### src/inc/rcw_pkg.sv
package rcw_pkg;
    // Register offsets
    localparam logic [3:0] OFF_FLAGS = 4'h0;
    localparam logic [3:0] OFF_ALM_SEC = 4'h2;
    localparam logic [3:0] OFF_ALM_MIN = 4'h3;
    localparam logic [3:0] OFF_ALM_HOUR = 4'h4;
    localparam logic [3:0] OFF_ALM_DATE = 4'h5;
    localparam logic [3:0] OFF_IRQ_CTL = 4'h6;
    localparam logic [3:0] OFF_DOG = 4'h7;
    localparam logic [3:0] OFF_TRIM = 4'h8;
    // Flag register bits
    localparam int FLG_RD_HOLD = 0;
    localparam int FLG_WR_GATE = 1;
    localparam int FLG_CAL_TEST = 2;
    localparam int FLG_BACKUP_FAIL = 3;
    localparam int FLG_OSC_FAIL = 4;
    localparam int FLG_POWER_FAIL = 5;
    localparam int FLG_ALARM = 6;
    localparam int FLG_DOG = 7;
    // Alarm field match-exclude bit
    localparam int ALM_MASK = 7;
    // Interrupt control bits
    localparam int IRQ_WAVE_LO = 0;
    localparam int IRQ_WAVE_HI = 1;
    localparam int IRQ_WAVE_ON = 4;
    localparam int IRQ_PF_EN = 5;
    localparam int IRQ_ALARM_EN = 6;
    localparam int IRQ_DOG_EN = 7;
    // Watchdog register bits
    localparam int DOG_KICK = 7;
    localparam int DOG_LOCK = 6;
    localparam int DOG_TMO_W = 6;
    // Trim register bits
    localparam int TRIM_SIGN = 5;
    localparam int TRIM_MAG_W = 5;
    localparam int TRIM_OSC_OFF = 7;
    // Reset values
    localparam logic [7:0] RST_ALARM = 8'h80;
    localparam logic [7:0] RST_IRQ_CTL = 8'h00;
    localparam logic [5:0] RST_DOG_TMO = 6'h00;
    localparam logic [7:0] RST_TRIM = 8'h00;
    // Oscillator divider counts in oscillator cycles, then the second and minute wrap limits
    localparam logic [16:0] SEC_NOM_CYC = 17'h0_8000;
    localparam logic [16:0] SEC_HALF_CYC = 17'h0_4000;
    localparam logic [16:0] CAL_NEG_CYC = 17'h0_0080;
    localparam logic [16:0] CAL_POS_CYC = 17'h0_0100;
    localparam logic [5:0] SEC_LAST = 6'h3B;
    localparam logic [5:0] CAL_MIN_LAST = 6'h3F;
    localparam logic [9:0] DOG_DIV_LAST = 10'h3FF;
    // Free prescaler taps for square waves
    localparam int TAP_512 = 5;
    localparam int TAP_4096 = 2;

    typedef enum logic [0:0]
    {
        PWR_MAIN = 1'b0,
        PWR_BACKUP = 1'b1
    } rcw_pwr_t;

    typedef enum logic [1:0]
    {
        WAVE_1HZ = 2'b00,
        WAVE_512HZ = 2'b01,
        WAVE_4096HZ = 2'b10,
        WAVE_32KHZ = 2'b11
    } rcw_wave_t;

    typedef struct packed
    {
        logic wr;
        logic rd;
        logic [3:0] addr;
        logic [7:0] wdata;
    } rcw_req_t;

    typedef struct packed
    {
        logic [7:0] date;
        logic [7:0] hour;
        logic [7:0] min;
        logic [7:0] sec;
    } rcw_time_t;
endpackage : rcw_pkg

### src/logic/rcw_rtc_aux.sv
`timescale 1ns/1ns
module rcw_rtc_aux
(
    // Clock and reset
    input wire logic sys_clk,
    input wire logic arst_n,
    // Register port
    input wire rcw_pkg::rcw_req_t req,
    output logic [7:0] rdata_q,
    // Current time from the clock counters
    input wire rcw_pkg::rcw_time_t now,
    // Oscillator
    input wire logic osc_level,
    // Power and oscillator monitors
    input wire logic vcc_low,
    input wire logic backup_low_level,
    input wire logic osc_failed,
    // Clock counter side
    output logic sec_tick,
    output logic store_start_q,
    output logic on_backup,
    // Interrupt pin
    output logic int_out_q,
    output logic int_oe_n_q
);
    logic [7:0] flags_q;
    logic [7:0] alm_stage_q [4];
    logic [7:0] alm_live_q [4];
    logic [7:0] irq_ctl_q;
    logic [5:0] dog_tmo_q;
    logic dog_lock_q;
    logic [5:0] dog_cnt_q;
    logic [7:0] trim_q;
    rcw_pkg::rcw_pwr_t pwr_q;
    logic vcc_low_q;
    logic backup_seen_q;
    logic osc_q;
    logic osc_tick;
    logic sec_wave;
    logic tick_32hz;
    logic [14:0] free_q;
    logic sec_tick_q;
    logic wr_ok;
    logic rd_ok;
    logic flags_wr;
    logic flags_rd;
    logic gate_fall;
    logic dog_kick;
    logic dog_hit;
    logic alarm_hit;
    logic [3:0] field_eq;
    logic [7:0] now_f [4];
    logic wave;
    logic irq_act;
    logic osc_run;

    // Host access is shut off on backup
    assign on_backup = (pwr_q == rcw_pkg::PWR_BACKUP);
    assign wr_ok = req.wr && !on_backup;
    assign rd_ok = req.rd && !on_backup;
    assign flags_wr = wr_ok && (req.addr == rcw_pkg::OFF_FLAGS);
    assign flags_rd = rd_ok && (req.addr == rcw_pkg::OFF_FLAGS);
    assign gate_fall = flags_wr && flags_q[rcw_pkg::FLG_WR_GATE]
        && !req.wdata[rcw_pkg::FLG_WR_GATE];

    // Oscillator edge detect
    always_ff @(posedge sys_clk or negedge arst_n)
    begin
        if (!arst_n)
            osc_q <= 1'b0;
        else
            osc_q <= osc_level;
    end
    assign osc_tick = osc_level && !osc_q;
    assign osc_run = !trim_q[rcw_pkg::TRIM_OSC_OFF];

    rcw_osc_div u_div
    (
        .sys_clk(sys_clk),
        .arst_n(arst_n),
        .osc_tick(osc_tick),
        .osc_run(osc_run),
        .cal_mag(trim_q[rcw_pkg::TRIM_MAG_W-1:0]),
        .cal_pos(trim_q[rcw_pkg::TRIM_SIGN]),
        .sec_tick(sec_tick),
        .sec_wave(sec_wave),
        .tick_32hz(tick_32hz),
        .free_q(free_q)
    );

    // Power state: switchover and store request
    always_ff @(posedge sys_clk or negedge arst_n)
    begin
        if (!arst_n)
        begin
            pwr_q <= rcw_pkg::PWR_MAIN;
            vcc_low_q <= 1'b0;
            store_start_q <= 1'b0;
        end
        else
        begin
            vcc_low_q <= vcc_low;
            store_start_q <= vcc_low && !vcc_low_q;
            case (pwr_q)
                rcw_pkg::PWR_MAIN:
                    if (vcc_low)
                        pwr_q <= rcw_pkg::PWR_BACKUP;
                rcw_pkg::PWR_BACKUP:
                    if (!vcc_low)
                        pwr_q <= rcw_pkg::PWR_MAIN;
                default:
                    pwr_q <= rcw_pkg::PWR_MAIN;
            endcase
        end
    end

    // Backup supply watch, held until main power returns
    always_ff @(posedge sys_clk or negedge arst_n)
    begin
        if (!arst_n)
            backup_seen_q <= 1'b0;
        else if (backup_low_level)
            backup_seen_q <= 1'b1;
        else if (!on_backup)
            backup_seen_q <= 1'b0;
    end

    // Alarm registers: staged writes, applied on gate fall
    genvar gi;
    generate
        for (gi = 0; gi < 4; gi++)
        begin : g_alm
            always_ff @(posedge sys_clk or negedge arst_n)
            begin
                if (!arst_n)
                begin
                    alm_stage_q[gi] <= rcw_pkg::RST_ALARM;
                    alm_live_q[gi] <= rcw_pkg::RST_ALARM;
                end
                else
                begin
                    if (wr_ok && (req.addr ==
                        rcw_pkg::OFF_ALM_SEC + 4'(gi)))
                        alm_stage_q[gi] <= req.wdata;
                    if (gate_fall)
                        alm_live_q[gi] <= alm_stage_q[gi];
                end
            end
            // Masked field counts as matched
            assign field_eq[gi] = alm_live_q[gi][rcw_pkg::ALM_MASK] ||
                (alm_live_q[gi][6:0] == now_f[gi][6:0]);
        end
    endgenerate
    assign now_f[0] = now.sec;
    assign now_f[1] = now.min;
    assign now_f[2] = now.hour;
    assign now_f[3] = now.date;

    // Compare once per second, after the counters have advanced
    always_ff @(posedge sys_clk or negedge arst_n)
    begin
        if (!arst_n)
            sec_tick_q <= 1'b0;
        else
            sec_tick_q <= sec_tick;
    end
    // All masks set disables the alarm
    assign alarm_hit = sec_tick_q && (&field_eq) && !(&{
        alm_live_q[0][rcw_pkg::ALM_MASK],
        alm_live_q[1][rcw_pkg::ALM_MASK],
        alm_live_q[2][rcw_pkg::ALM_MASK],
        alm_live_q[3][rcw_pkg::ALM_MASK]});

    // Interrupt control register
    always_ff @(posedge sys_clk or negedge arst_n)
    begin
        if (!arst_n)
            irq_ctl_q <= rcw_pkg::RST_IRQ_CTL;
        else if (wr_ok && (req.addr == rcw_pkg::OFF_IRQ_CTL))
            irq_ctl_q <= req.wdata;
    end

    // Trim register
    always_ff @(posedge sys_clk or negedge arst_n)
    begin
        if (!arst_n)
            trim_q <= rcw_pkg::RST_TRIM;
        else if (wr_ok && (req.addr == rcw_pkg::OFF_TRIM))
            trim_q <= req.wdata;
    end

    // Watchdog register: timeout writes honour the lock
    assign dog_kick = wr_ok && (req.addr == rcw_pkg::OFF_DOG) &&
        req.wdata[rcw_pkg::DOG_KICK];
    always_ff @(posedge sys_clk or negedge arst_n)
    begin
        if (!arst_n)
        begin
            dog_tmo_q <= rcw_pkg::RST_DOG_TMO;
            dog_lock_q <= 1'b0;
        end
        else if (wr_ok && (req.addr == rcw_pkg::OFF_DOG))
        begin
            dog_lock_q <= req.wdata[rcw_pkg::DOG_LOCK];
            if (!req.wdata[rcw_pkg::DOG_LOCK])
                dog_tmo_q <= req.wdata[rcw_pkg::DOG_TMO_W-1:0];
        end
    end

    // Watchdog down counter
    // A kick in the same cycle as the last tick wins over expiry
    assign dog_hit = tick_32hz && !dog_kick && (dog_tmo_q != 6'h00) &&
        (dog_cnt_q == 6'h01);
    always_ff @(posedge sys_clk or negedge arst_n)
    begin
        if (!arst_n)
            dog_cnt_q <= rcw_pkg::RST_DOG_TMO;
        else if (dog_kick)
            dog_cnt_q <= req.wdata[rcw_pkg::DOG_LOCK] ?
                dog_tmo_q : req.wdata[rcw_pkg::DOG_TMO_W-1:0];
        else if (dog_tmo_q == 6'h00)
            dog_cnt_q <= 6'h00;
        else if (tick_32hz && (dog_cnt_q != 6'h00))
            dog_cnt_q <= dog_cnt_q - 6'h01;
    end

    // Flags: hardware set wins over read clear
    always_ff @(posedge sys_clk or negedge arst_n)
    begin
        if (!arst_n)
            flags_q <= 8'h00;
        else
        begin
            if (flags_rd)
            begin
                flags_q[rcw_pkg::FLG_DOG] <= 1'b0;
                flags_q[rcw_pkg::FLG_ALARM] <= 1'b0;
                flags_q[rcw_pkg::FLG_POWER_FAIL] <= 1'b0;
                flags_q[rcw_pkg::FLG_OSC_FAIL] <= 1'b0;
                flags_q[rcw_pkg::FLG_BACKUP_FAIL] <= 1'b0;
            end
            if (flags_wr)
            begin
                flags_q[rcw_pkg::FLG_WR_GATE] <=
                    req.wdata[rcw_pkg::FLG_WR_GATE];
                if (flags_q[rcw_pkg::FLG_WR_GATE])
                begin
                    flags_q[rcw_pkg::FLG_CAL_TEST] <=
                        req.wdata[rcw_pkg::FLG_CAL_TEST];
                    flags_q[rcw_pkg::FLG_RD_HOLD] <=
                        req.wdata[rcw_pkg::FLG_RD_HOLD];
                end
            end
            if (dog_hit)
                flags_q[rcw_pkg::FLG_DOG] <= 1'b1;
            if (alarm_hit)
                flags_q[rcw_pkg::FLG_ALARM] <= 1'b1;
            if (store_start_q)
                flags_q[rcw_pkg::FLG_POWER_FAIL] <= 1'b1;
            if (osc_failed)
                flags_q[rcw_pkg::FLG_OSC_FAIL] <= 1'b1;
            if (on_backup && !vcc_low && backup_seen_q)
                flags_q[rcw_pkg::FLG_BACKUP_FAIL] <= 1'b1;
        end
    end

    // Read data
    always_ff @(posedge sys_clk or negedge arst_n)
    begin
        if (!arst_n)
            rdata_q <= 8'h00;
        else if (rd_ok)
        begin
            case (req.addr)
                rcw_pkg::OFF_FLAGS:
                    rdata_q <= flags_q;
                rcw_pkg::OFF_ALM_SEC:
                    rdata_q <= alm_stage_q[0];
                rcw_pkg::OFF_ALM_MIN:
                    rdata_q <= alm_stage_q[1];
                rcw_pkg::OFF_ALM_HOUR:
                    rdata_q <= alm_stage_q[2];
                rcw_pkg::OFF_ALM_DATE:
                    rdata_q <= alm_stage_q[3];
                rcw_pkg::OFF_IRQ_CTL:
                    rdata_q <= irq_ctl_q;
                rcw_pkg::OFF_DOG:
                    rdata_q <= {1'b0, dog_lock_q, dog_tmo_q};
                rcw_pkg::OFF_TRIM:
                    rdata_q <= trim_q;
                default:
                    rdata_q <= 8'h00;
            endcase
        end
    end

    // Square wave rate select
    always_comb
    begin
        case (rcw_pkg::rcw_wave_t'({irq_ctl_q[rcw_pkg::IRQ_WAVE_HI],
            irq_ctl_q[rcw_pkg::IRQ_WAVE_LO]}))
            rcw_pkg::WAVE_1HZ:
                wave = sec_wave;
            rcw_pkg::WAVE_512HZ:
                wave = free_q[rcw_pkg::TAP_512];
            rcw_pkg::WAVE_4096HZ:
                wave = free_q[rcw_pkg::TAP_4096];
            rcw_pkg::WAVE_32KHZ:
                wave = osc_q;
            default:
                wave = 1'b0;
        endcase
    end

    // Enabled sources, only on main power
    assign irq_act = !on_backup && (
        (flags_q[rcw_pkg::FLG_DOG] && irq_ctl_q[rcw_pkg::IRQ_DOG_EN]) ||
        (flags_q[rcw_pkg::FLG_ALARM] &&
            irq_ctl_q[rcw_pkg::IRQ_ALARM_EN]) ||
        (flags_q[rcw_pkg::FLG_POWER_FAIL] &&
            irq_ctl_q[rcw_pkg::IRQ_PF_EN]));

    // Interrupt pin driver
    always_ff @(posedge sys_clk or negedge arst_n)
    begin
        if (!arst_n)
        begin
            int_out_q <= 1'b0;
            int_oe_n_q <= 1'b1;
        end
        else if (flags_q[rcw_pkg::FLG_CAL_TEST])
        begin
            int_out_q <= free_q[rcw_pkg::TAP_512];
            int_oe_n_q <= 1'b0;
        end
        else if (irq_ctl_q[rcw_pkg::IRQ_WAVE_ON] && !on_backup)
        begin
            int_out_q <= wave;
            int_oe_n_q <= 1'b0;
        end
        else if (irq_act)
        begin
            int_out_q <= 1'b1;
            int_oe_n_q <= 1'b0;
        end
        else
        begin
            int_out_q <= 1'b0;
            int_oe_n_q <= 1'b1;
        end
    end
endmodule : rcw_rtc_aux

### src/logic/rcw_osc_div.sv
`timescale 1ns/1ns
module rcw_osc_div
(
    // Clock and reset
    input wire logic sys_clk,
    input wire logic arst_n,
    // Oscillator and trim
    input wire logic osc_tick,
    input wire logic osc_run,
    input wire logic [4:0] cal_mag,
    input wire logic cal_pos,
    // Ticks and taps
    output logic sec_tick,
    output logic sec_wave,
    output logic tick_32hz,
    output logic [14:0] free_q
);
    logic [16:0] cnt_q;
    logic [5:0] sec_q;
    logic [5:0] min_q;
    logic adj;
    logic [16:0] limit;
    logic step;

    assign step = osc_tick & osc_run;
    // Adjust second zero of each of the first 2N minutes
    assign adj = (sec_q == 6'h00) && (min_q < {cal_mag, 1'b0});
    always_comb
    begin
        limit = rcw_pkg::SEC_NOM_CYC;
        if (adj && cal_pos)
            limit = rcw_pkg::SEC_NOM_CYC + rcw_pkg::CAL_POS_CYC;
        else if (adj)
            limit = rcw_pkg::SEC_NOM_CYC - rcw_pkg::CAL_NEG_CYC;
    end
    assign sec_tick = step && (cnt_q == limit - 17'h0_0001);
    assign sec_wave = cnt_q < rcw_pkg::SEC_HALF_CYC;
    // Untrimmed prescaler feeds the watchdog and test output
    assign tick_32hz = step && (free_q[9:0] == rcw_pkg::DOG_DIV_LAST);

    always_ff @(posedge sys_clk or negedge arst_n)
    begin
        if (!arst_n)
            free_q <= 15'h0000;
        else if (step)
            free_q <= free_q + 15'h0001;
    end

    always_ff @(posedge sys_clk or negedge arst_n)
    begin
        if (!arst_n)
        begin
            cnt_q <= 17'h0_0000;
            sec_q <= 6'h00;
            min_q <= 6'h00;
        end
        else if (sec_tick)
        begin
            cnt_q <= 17'h0_0000;
            sec_q <= (sec_q == rcw_pkg::SEC_LAST) ? 6'h00 : sec_q + 6'h01;
            if (sec_q == rcw_pkg::SEC_LAST) // 64-minute cycle
                min_q <= (min_q == rcw_pkg::CAL_MIN_LAST) ?
                    6'h00 : min_q + 6'h01;
        end
        else if (step)
            cnt_q <= cnt_q + 17'h0_0001;
    end
endmodule : rcw_osc_div

### config.mk
export PLATFORM = sky130hd
export DESIGN_NAME = rcw_rtc_aux
export DESIGN_NICKNAME = d
export VERILOG_FILES = /design/src/inc/rcw_pkg.sv /design/src/logic/rcw_rtc_aux.sv /design/src/logic/rcw_osc_div.sv
export SDC_FILE = /design/constraint.sdc
export NUM_CORES = 1
export LEC_CHECK = 0
export ABC_CLOCK_PERIOD_IN_PS = 2100
export BUFFER_PORTS_ARGS = -buffer_cell sky130_fd_sc_hd__buf_4
export CAP_MARGIN = 15
export CORE_MARGIN = 2
export CORE_UTILIZATION = 54
export CTS_CLUSTER_SIZE = 25
export DETAILED_ROUTE_END_ITERATION = 8
export PLACE_DENSITY_LB_ADDON = 0.2
export SYNTH_ARGS = -nofsm -noshare
export SYNTH_HDL_FRONTEND = slang
export SYNTH_SLANG_ARGS = --single-unit
export TNS_END_PERCENT = 10
### constraint.sdc
create_clock -name sys_clk -period 2.1 [get_ports sys_clk]
set_input_delay 0 -clock sys_clk [delete_from_list [all_inputs] [get_ports sys_clk]]
set_output_delay 0 -clock sys_clk [all_outputs]
set_load 0.01 [all_outputs]
## Yosys cells after proc, flatten, opt, wreduce, memory -nomap -nowiden

Cells that the tools add are included.

- $add $sub $neg: 6
- $mul: 0
- Divide/modulo/power cells: 0
- $lt $le $gt $ge: 2
- Equal/unequal tests: 20
- Shift operators: 0
- Mux-type cells: 27
- Bitwise logic cells: 1
- Reductions and logical operators: 64

Operators by type and width:

| kind | count |
|---|---|
| $pmux 8 s8 | 1 |
| $mux 6 | 6 |
| $mux 17 | 2 |
| $logic_and 1x1->1 | 33 |
| $mux 16 | 2 |
| $eq 7x7->1 | 4 |
| $add 17x1->17 const B | 1 |
| $eq 17x17->1 | 1 |
| $lt 17x15->1 const B | 1 |
| $sub 16x1->17 const B | 1 |
| $eq 4x3->1 const B | 4 |
| $add 15x1->15 const B | 1 |
| $mux 1 | 14 |
| $add 6x1->6 const B | 2 |
| $eq 6x6->1 const B | 2 |
| $logic_not 6->1 | 2 |
| $reduce_bool 2->1 | 6 |
| $reduce_bool 6->1 | 2 |
| $eq 10x10->1 const B | 1 |
| $eq 4x2->1 const B | 2 |
| $logic_not 1->1 | 8 |
| $reduce_and 4->1 | 2 |
| $eq 6x1->1 const B | 1 |
| $logic_or 1x1->1 | 6 |
| other kinds (13) | 15 |

- Bits in registers: 161
- Latch bits: 0
- Bits in writable memories: 0
- Memory bits (read-only): 0
- Input bits: 52
- Output and inout bits: 13
- Memories: 0

## Logic depth before layout (Yosys ltp)

Gate-level depths: netlist of the first run.

- Depth after elaboration: 9
- Depth in mapped cells: 9
- Depth with buffers taken out: 8

## Modules after synthesis

From an unflattened synthesis of the first run, not the netlist that was laid out.

- Cells, all modules: 679
- Area, all modules: 8023.9 um2

Modules (own cells, without submodules):

| module | times used | cells an instance | area each (um2) | seq. area each (um2) |
|---|---|---|---|---|
| rcw_rtc_aux | 1 | 448 | 5700.5 | 2914.0 |
| rcw_osc_div | 1 | 231 | 2323.5 | 1101.1 |

## Worst setup path after synthesis of the first run

OpenSTA, ideal clock, no wires.

- Kind: register to register
- Start point: reg u_div.min_q[3]
- End point: reg u_div.sec_q[0]
- Library setup time: 125 ps
- Arrival: 1945 ps
- Required time: 1975 ps
- Slack: 30 ps
- Stages on the path, launching flop included: 8
- Buffers on the path: 0
- Period minus slack after synthesis: 2070 ps
- Cell sequence: dfrtp_1 -> ha_1 -> a21oi_1 -> o21ai_0 -> a31o_1 -> mux2_4 -> and2_4 -> mux2_4

- Word-level cells in the longest chain between the ends: 7
- Elaborated cells on any way between the ends: 8
- Those cells by class: add/sub (1); order compare (1); eq/ne (1); mux (2); reduce/logical (3)

RTL lines:

| element | line | source |
|---|---|---|
| start: declaration | rcw_osc_div.sv:20 | `logic [5:0] min_q;` |
| start signal: assignment | rcw_osc_div.sv:62 | `min_q <= (min_q == rcw_pkg::CAL_MIN_LAST) ?` |
| $lt 6x6->1 * | rcw_osc_div.sv:27 | `assign adj = (sec_q == 6'h00) && (min_q < {cal_mag, 1'b0});` |
| $logic_and 1x1->1 * | rcw_osc_div.sv:27 |  |
| $mux 16 / $logic_and 1x1->1 (equally long branches) | rcw_osc_div.sv:33, rcw_osc_div.sv:31 |  |
| $mux 16 * | rcw_osc_div.sv:31 | `if (adj && cal_pos)` |
| $sub 16x1->17 * | rcw_osc_div.sv:36 | `assign sec_tick = step && (cnt_q == limit - 17'h0_0001);` |
| $eq 17x17->1 * | rcw_osc_div.sv:36 |  |
| $logic_and 1x1->1 * | rcw_osc_div.sv:36 |  |
| end signal: assignment | rcw_osc_div.sv:60 | `sec_q <= (sec_q == rcw_pkg::SEC_LAST) ? 6'h00 : sec_q + 6'h01;` |
| end: declaration | rcw_osc_div.sv:19 | `logic [5:0] sec_q;` |

Mark *: on every way between the ends. The rest lies on a longest branch, timed or not.
A chain may end at the register's enable or synchronous reset.

## Final worst setup path of the first run

- Start point: reg u_div.min_q[5]
- End point: out sec_tick

- Word-level cells in the longest chain between the ends: 7
- Elaborated cells on any way between the ends: 8
- Those cells by class: add/sub (1); order compare (1); eq/ne (1); mux (2); reduce/logical (3)

RTL lines:

| element | line | source |
|---|---|---|
| $lt 6x6->1 * | rcw_osc_div.sv:27 |  |
| $logic_and 1x1->1 * | rcw_osc_div.sv:27 |  |
| $mux 16 / $logic_and 1x1->1 (equally long branches) | rcw_osc_div.sv:33, rcw_osc_div.sv:31 |  |
| $mux 16 * | rcw_osc_div.sv:31 |  |
| $sub 16x1->17 * | rcw_osc_div.sv:36 |  |
| $eq 17x17->1 * | rcw_osc_div.sv:36 |  |
| $logic_and 1x1->1 * | rcw_osc_div.sv:36 |  |
| end: declaration | rcw_rtc_aux.sv:19 | `output logic sec_tick,` |

Marked as above.

==> results of run 1 <==
-- layout by cell type, fill, tap and decap left out, drive strengths merged, types with 8 or more instances in the layout --
master and count:
dfrtp 146, buf 102, mux2 97, nand2 50, nor2 36, xnor2 35, o21ai 27, clkbuf 19
inv 19, xor2 18, nand4 17, nor3 15, nand3 14, mux2i 14, dlygate4sd3 13, ha 12
nor2b 11, and3 11, a21oi 10, a22oi 9, o22a 9, dfstp 9, and2 8
-- per-layer routing --
metal / track usage (%) / vias up / wire [um]
met5: 0 / - / 0
met2: 42.7 / 151 / 9330
li1: - / 2630 / -
met1: 33.2 / 2850 / 8040
met4: 9.30 / 0 / 356
met3: 5.35 / 29 / 725
-- cell families (layout without fill, tap and decap cells) --
group,Yosys count,in the layout,synth area share [%]
compound gates,95,95,8.37
xor+xnor,53,53,6.05
fa+ha+maj,12,12,1.96
buf+inv,40,163,2.45
flops,155,155,50.7
mux,115,115,17.3
simple gates,192,192,13.1
-- power groups by stage --
stage          Clock, mW  Combinational (mW)  Sequential (mW)
2_1_floorplan          0               0.731             3.69
3_3_place_gp           0                1.08             3.80
3_5_place_dp           0                1.11             3.83
4_1_cts             3.19                1.15             3.77
5_1_grt             3.35                1.30             3.83
6_report            3.16                1.17             3.78
-- cell type report --
cell class                 count  area [um2]  area share, %
tap                          180         225           2.39
timing repair buffer         115         941           9.99
clock inverter                13         165           1.75
inverter                      16        60.1          0.638
multi-input combinational    467        3690           39.2
sequential                   155        3890           41.3
clock buffer                  19         443           4.70
-- Yosys cell counts, drive strengths merged (2+ instances only) --
cell type	instances	share of area, %
a211oi	2	0.20
a21o	4	0.39
a21oi	10	0.75
a221oi	2	0.23
a22oi	9	0.88
a31oi	7	0.57
a41oi	6	0.69
and2	8	0.69
and3	11	0.90
buf	11	1.0
clkbuf	13	0.67
dfrtp	146	48
dfstp	9	3.1
ha	12	2.0
inv	16	0.78
mux2	97	14
mux2i	14	1.8
mux4	4	1.2
nand2	50	2.5
nand2b	6	0.49
nand3	14	0.91
nand3b	4	0.39
nand4	17	1.4
nor2	36	1.8
nor2b	11	0.90
nor3	15	1.1
nor3b	3	0.36
nor4	7	0.65
o21ai	27	1.8
o22a	9	1.0
o22ai	7	0.57
o31ai	4	0.39
o41ai	3	0.34
or2	2	0.16
or3	2	0.16
xnor2	35	4.0
xor2	18	2.1
-- worst max-delay path, stage by stage (launching register included) --
cell and delay, ps:
dfrtp_1 420, ha_4 190, nor4_4 150, nand4_1 160, a31o_4 250, a21oi_2 100, a31oi_1 50, nor2_1 230
buf_4 170
-- stage by stage --
step	hold WS, ps	cells	util (%)	cell area (um2)	setup TNS, ps
floorplan	-296	662	-	7670	0
global placement	28.8	907	61.1	8480	0
detailed placement	34.5	907	61.1	8480	-86.3
CTS	37.1	959	67.0	9300	-53.4
global route	88.1	965	67.8	9420	-176
finish	56.4	965	67.8	9420	-36.7
-- state kept, by name, summed over array words and instances (netlist names), 8 cells and up --
register	cells
trim_q	8
irq_ctl_q	8
u_div.cnt_q	17
alm_live_q	32
u_div.free_q	10
alm_stage_q	32
flags_q	8
rdata_q	8
-- timing repair --
action / in CTS / in global routing
hold buffers: 13 / 0
setup endpoints to repair: 4 / 30
setup buffers: 7 / 6
pin swaps: 3 / 8
hold endpoints to repair: 127 / 0
resized for setup: 8 / 14
-- worst min-delay path by stage --
stage                                 to  cells after the start  slack [ps]
after floorplan            alm_live_q[0]                      0        -300
after global placement    u_div.cnt_q[6]                      1          30
after detailed placement  u_div.cnt_q[4]                      1          30
after CTS                     rdata_q[2]                      3          40
after global routing          rdata_q[2]                      3          90
final                         rdata_q[2]                      3          60
==> impl_metrics.py, run 1 <==
metrics = {
    "clock_network": {
        "cts_made_buffers": 17,
        "insertion_delay_ps": 430,
        "cts_tree": "built",
        "cts_buffer_depth": 2,
        "cts_sinks": 155,
        "clock-root-buffer": "clkbuf_16",
        "cts_max_level": 4,
        "clkTransAtPathRegs_ps": 60,
    },
    "floorplan": {
        "core_area_mm2": 0.0139,
        "die_h_um": 123,
        "dieWidth_um": 123,
        "initial_core_util_pct": 55.2,
        "num_rows": 43,
        "io_pins": 65,
        "die_area_mm2": 0.0152,
    },
    "drt": {
        "via_count": 5660,
        "drt_iter0_drc": 414,
        "vias_per_cell": 5.87,
        "drc": 0,
        "drt-wirelength-per-cell_um": 19.1,
        "antenna_left": 0,
        "firstDrtPassIters": 6,
        "wirelength_um": 18500,
    },
    "timing": {
        "rsz0062_at_grt": "true",
        "worst_clock_skew_ps": 4.27,
        "setup_viol": 1,
        "max_freq_mhz": 468,
        "hold_violations": 0,
        "setup_slack_ps": -36.7,
        "slew_viol_final": 0,
        "slew_headroom_pct": 47.6,
        "tightestPinTransition_ps": 779,
        "min_period_ps": 2140,
        "min_period_over_period_pct": 102,
    },
    "setup_path": {
        "reg2reg_slack_ps": 20,
        "start_kind": "register",
        "endpoint_kind": "primary output",
        "startpoint": "u_div.min_q[5]",
        "r2r_cells": 8,
        "crit_fanout": 4,
        "reg2reg_to": "u_div.sec_q[2]",
        "required_ps": 2100,
        "arrival_ps": 2140,
        "path_class": "reg2out",
        "timing.rr.start": "u_div.min_q[5]",
        "setup.worst_path.end": "sec_tick",
    },
    "placement": {
        "place_congestion": 0.903,
        "io_buffer_count": 60,
        "dp_hpwl_um": 13000,
        "place_ws_ps": -44.2,
    },
    "power": {
        "ir_worst_vdd_mv": 0.883,
        "netSwitchingPower_mw": 2.18,
        "power_density_mw_per_mm2": 861,
        "power.total_mw": 8.11,
        "clockPowerShare_pct": 39.0,
        "p_leak_nw": 4.28,
        "seqPwrFrac_pct": 46.6,
        "netSwitchingFraction_pct": 26.9,
        "p_int_mw": 5.93,
        "pwr-share-comb_pct": 14.4,
    },
    "final_layout": {
        "fillerInstances": 1031,
        "finalNetCount": 836,
        "syn_to_final_growth_pct": 22.8,
        "diodes": 0,
        "drive_gt1_share_pct": 33.8,
    },
    "synth": {
        "synth_edf_count": 0,
        "ys.flop_type": "dfrtp_1",
        "synth_seq_cells": 155,
        "ys_seq_area_share_pct": 50.7,
        "postSynthAreaPerCell_um2": 11.6,
        "synth_area_mm2": 0.00767,
        "syn_inst": 662,
        "yosysUniqueCellTypes": 60,
        "syn_nets": 726,
        "synthArstFlopShare_pct": 100,
        "ys_warn_count": 0,
    },
    "job": {
        "maxCapViolCount": 0,
    },
    "run_status": {
        "status": "finished with violations",
        "violations": "setup timing",
    },
    "global_route": {
        "grt_pass1_wl_um": 29300,
        "grt_max_degree": 63,
        "antenna_found_initial": 0,
        "first_global_vias": 5709,
        "track_usage_pct": 25.7,
        "gr-total-overflow": 0,
    },
    "hold_path": {
        "hold_path.startpoint": "req[11]",
        "hold_class": "in2reg",
    },
}
No activity file was read; power rests on OpenSTA's default activity.
==> run 2: changes to the inputs <==
--- a/config.mk
+++ b/config.mk
@@ -7,2 +7,3 @@
 export LEC_CHECK = 0
+export ABC_AREA = 1
 export ABC_CLOCK_PERIOD_IN_PS = 2100
--- a/constraint.sdc
+++ b/constraint.sdc
@@ -3,2 +3,2 @@
 set_output_delay 0 -clock sys_clk [all_outputs]
-set_load 0.01 [all_outputs]
+set_load 0.05 [all_outputs]
==> impl_metrics.py, run 2 <==
metrics = {
    "run_status": {
        "status": "complete, no violations",
    },
    "clock_network": {
        "cts_made_buffers": 17,
        "insertion_delay_ps": 430,
        "cts_max_level": 4,
        "cts_sinks": 155,
        "clock-root-buffer": "clkbuf_16",
        "cts_buffer_depth": 2,
        "clkTransAtPathRegs_ps": 60,
        "cts_tree": "built",
    },
    "drt": {
        "drt-wirelength-per-cell_um": 15.4,
        "antenna_left": 0,
        "drc": 0,
        "vias_per_cell": 5.27,
        "drt_iter0_drc": 431,
        "firstDrtPassIters": 5,
        "via_count": 5969,
        "wirelength_um": 17400,
    },
    "synth": {
        "synthArstFlopShare_pct": 100,
        "yosys.area.top_type": "dfrtp_1",
        "ys.flop_type": "dfrtp_1",
        "synth_seq_cells": 155,
        "yosys.area.top_type_share_pct": 48.1,
        "ys_seq_area_share_pct": 51.2,
        "ys_warn_count": 0,
        "synth_area_mm2": 0.00760,
        "yosysUniqueCellTypes": 38,
        "syn_nets": 921,
        "synth_most_common_cell": "nand2_1",
        "syn_inst": 857,
        "ys_top_cells_by_area": "dfrtp_1 (48%), nand2_1 (9.7%), o21ai_0 (6.6%)",
        "synth_edf_count": 0,
        "synth_common_cells": "nand2_1 (196), dfrtp_1 (146), inv_1 (100), o21ai_0 (100), nand3_1 (46)",
        "postSynthAreaPerCell_um2": 8.87,
    },
    "hold_path": {
        "hold_class": "in2reg",
    },
    "timing": {
        "min_period_ps": 2080,
        "slew_headroom_pct": 64.1,
        "setup_viol": 0,
        "tightestPinTransition_ps": 536,
        "rsz0062_at_grt": "true",
        "slew_viol_final": 0,
        "max_freq_mhz": 480,
        "min_period_over_period_pct": 99.2,
        "holdWs_ps": 35.4,
        "worst_clock_skew_ps": 8.55,
        "hold_violations": 0,
        "setup_tns_ps": 0,
    },
    "placement": {
        "place_congestion": 0.890,
        "io_buffer_count": 60,
        "dp_hpwl_um": 12500,
    },
    "final_layout": {
        "syn_to_final_growth_pct": 18.4,
        "drive_gt1_share_pct": 17.8,
        "diodes": 0,
        "final_cell_mix": "nand2_1 (191), dfrtp_1 (146), o21ai_0 (100)",
        "final_common_cell": "nand2_1",
        "reg_top3": "alm_live_q (32), alm_stage_q (32), u_div.cnt_q (17)",
        "fillerInstances": 1163,
        "finalNetCount": 1004,
    },
    "floorplan": {
        "io_pins": 65,
        "dieWidth_um": 123,
        "core_area_mm2": 0.0138,
        "num_rows": 43,
        "die_area_mm2": 0.0150,
        "initial_core_util_pct": 55.0,
        "die_h_um": 123,
    },
    "setup_path": {
        "required_ps": 2100,
        "critPathMaxStageDelay_ps": 380,
        "crit_fanout": 4,
        "arrival_ps": 2080,
        "start_kind": "register",
        "path_class": "reg2out",
        "crit_chain": "inv_1 > ha_1 > nand2_1 > nand3_1 > nor2_4 > nand3_1 > nand2_1 > nand2_2 > inv_2 > nand2_2 > inv_2 > buf_8",
        "endpoint_kind": "primary output",
        "slowest_stage": "dfrtp_1",
    },
    "global_route": {
        "track_usage_pct": 24.8,
        "antenna_found_initial": 0,
        "gr-total-overflow": 0,
        "grt_max_degree": 51,
        "grt_pass1_wl_um": 28400,
        "first_global_vias": 5751,
    },
    "power": {
        "p_leak_nw": 4.42,
        "power_density_mw_per_mm2": 903,
        "ir_worst_vdd_mv": 0.654,
    },
    "job": {
        "maxCapViolCount": 0,
    },
}
[run 2: changes by cell type in the layout (fill, tap and decap cells not counted), sizes merged, moves of 14 or more]
cell | previous run | this run
o21ai | 27 | 100
nand3 | 14 | 52
buf | 102 | 77
inv | 19 | 102
nand2 | 50 | 198
mux2 | 97 | 17
mux2i | 14 | 0
nor2 | 36 | 57
[run 2: cell type report]
cell class                      count  area (um2)  share of cell area (%)
Sequential cell                   155        3890                    43.2
Multi-Input combinational cell    578        3270                    36.3
Timing Repair Buffer               84         688                    7.64
Clock buffer                       22         474                    5.27
Inverter                          104         390                    4.34
Tap cell                          180         225                    2.50
Clock inverter                     10        68.8                   0.764
[run 2: final timing paths]
kind,cells past startpoint,from,end,slack (ps)
max,12,trim_q[4],sec_tick,20
min,3,req[4],irq_ctl_q[4],40
min reg2reg,1,flags_q[2],int_oe_n_q,420
max in group asynchronous,3,arst_n,alm_live_q[23],1270
min in group asynchronous,2,arst_n,alm_live_q[28],70
max reg2reg,13,trim_q[4],u_div.sec_q[2],110
[run 2: per-stage QoR]
step                      area (um2)  power, mW  worst slack [ps]  cells  util, %
after global routing            9000       8.55             -86.7   1133     65.1
after global placement          8280       5.29               128   1088     59.9
after CTS                       8940       8.16              1.08   1132     64.7
after floorplan                 7600       4.81               126    857        -
after detailed placement        8280       5.34              96.0   1088     59.9
final                           9000       8.14              17.1   1133     65.1
[run 2: repair_timing]
item	CTS	global route
resized for setup	5	13
pin swaps	5	2
setup buffers	5	1
setup endpoints to repair	1	23
hold buffers	7	0
endpoints found under the hold margin	149	0
[run 2: worst max-delay path: cells and delay by family (launching register included)]
kind / cells / cell delay [ps]
flip-flops: 1 / 380
buffers and inverters: 4 / 390
AND/OR/NAND/NOR: 7 / 630
adder cells (fa/ha/maj): 1 / 240
[run 2: where the power goes]
part | internal [mW] | switching [mW] | total, mW
logic | 0.607 | 0.862 | 1.47
clock network | 1.60 | 1.20 | 2.80
registers | 3.48 | 0.389 | 3.87
total | 5.68 | 2.45 | 8.14
[run 2: kinds of logic after synthesis]
group | share of synthesized area, %
buffers and inverters | 6.53
muxes | 3.01
DFF | 51.2
and+or+nand+nor | 19.8
adders and majority gates | 1.97
xor gates and xnor gates | 5.53
AOI/OAI and AO/OA | 12.0
[run 2: layer usage]
layer  vias up  share of wire (%)  global-route usage [%]
met3        34                4.2                    4.83
li1       3001                  -                       -
met1      2791                 45                    32.6
met2       143                 48                    40.1
met4         0                2.9                    10.8
met5         -                  0                       0
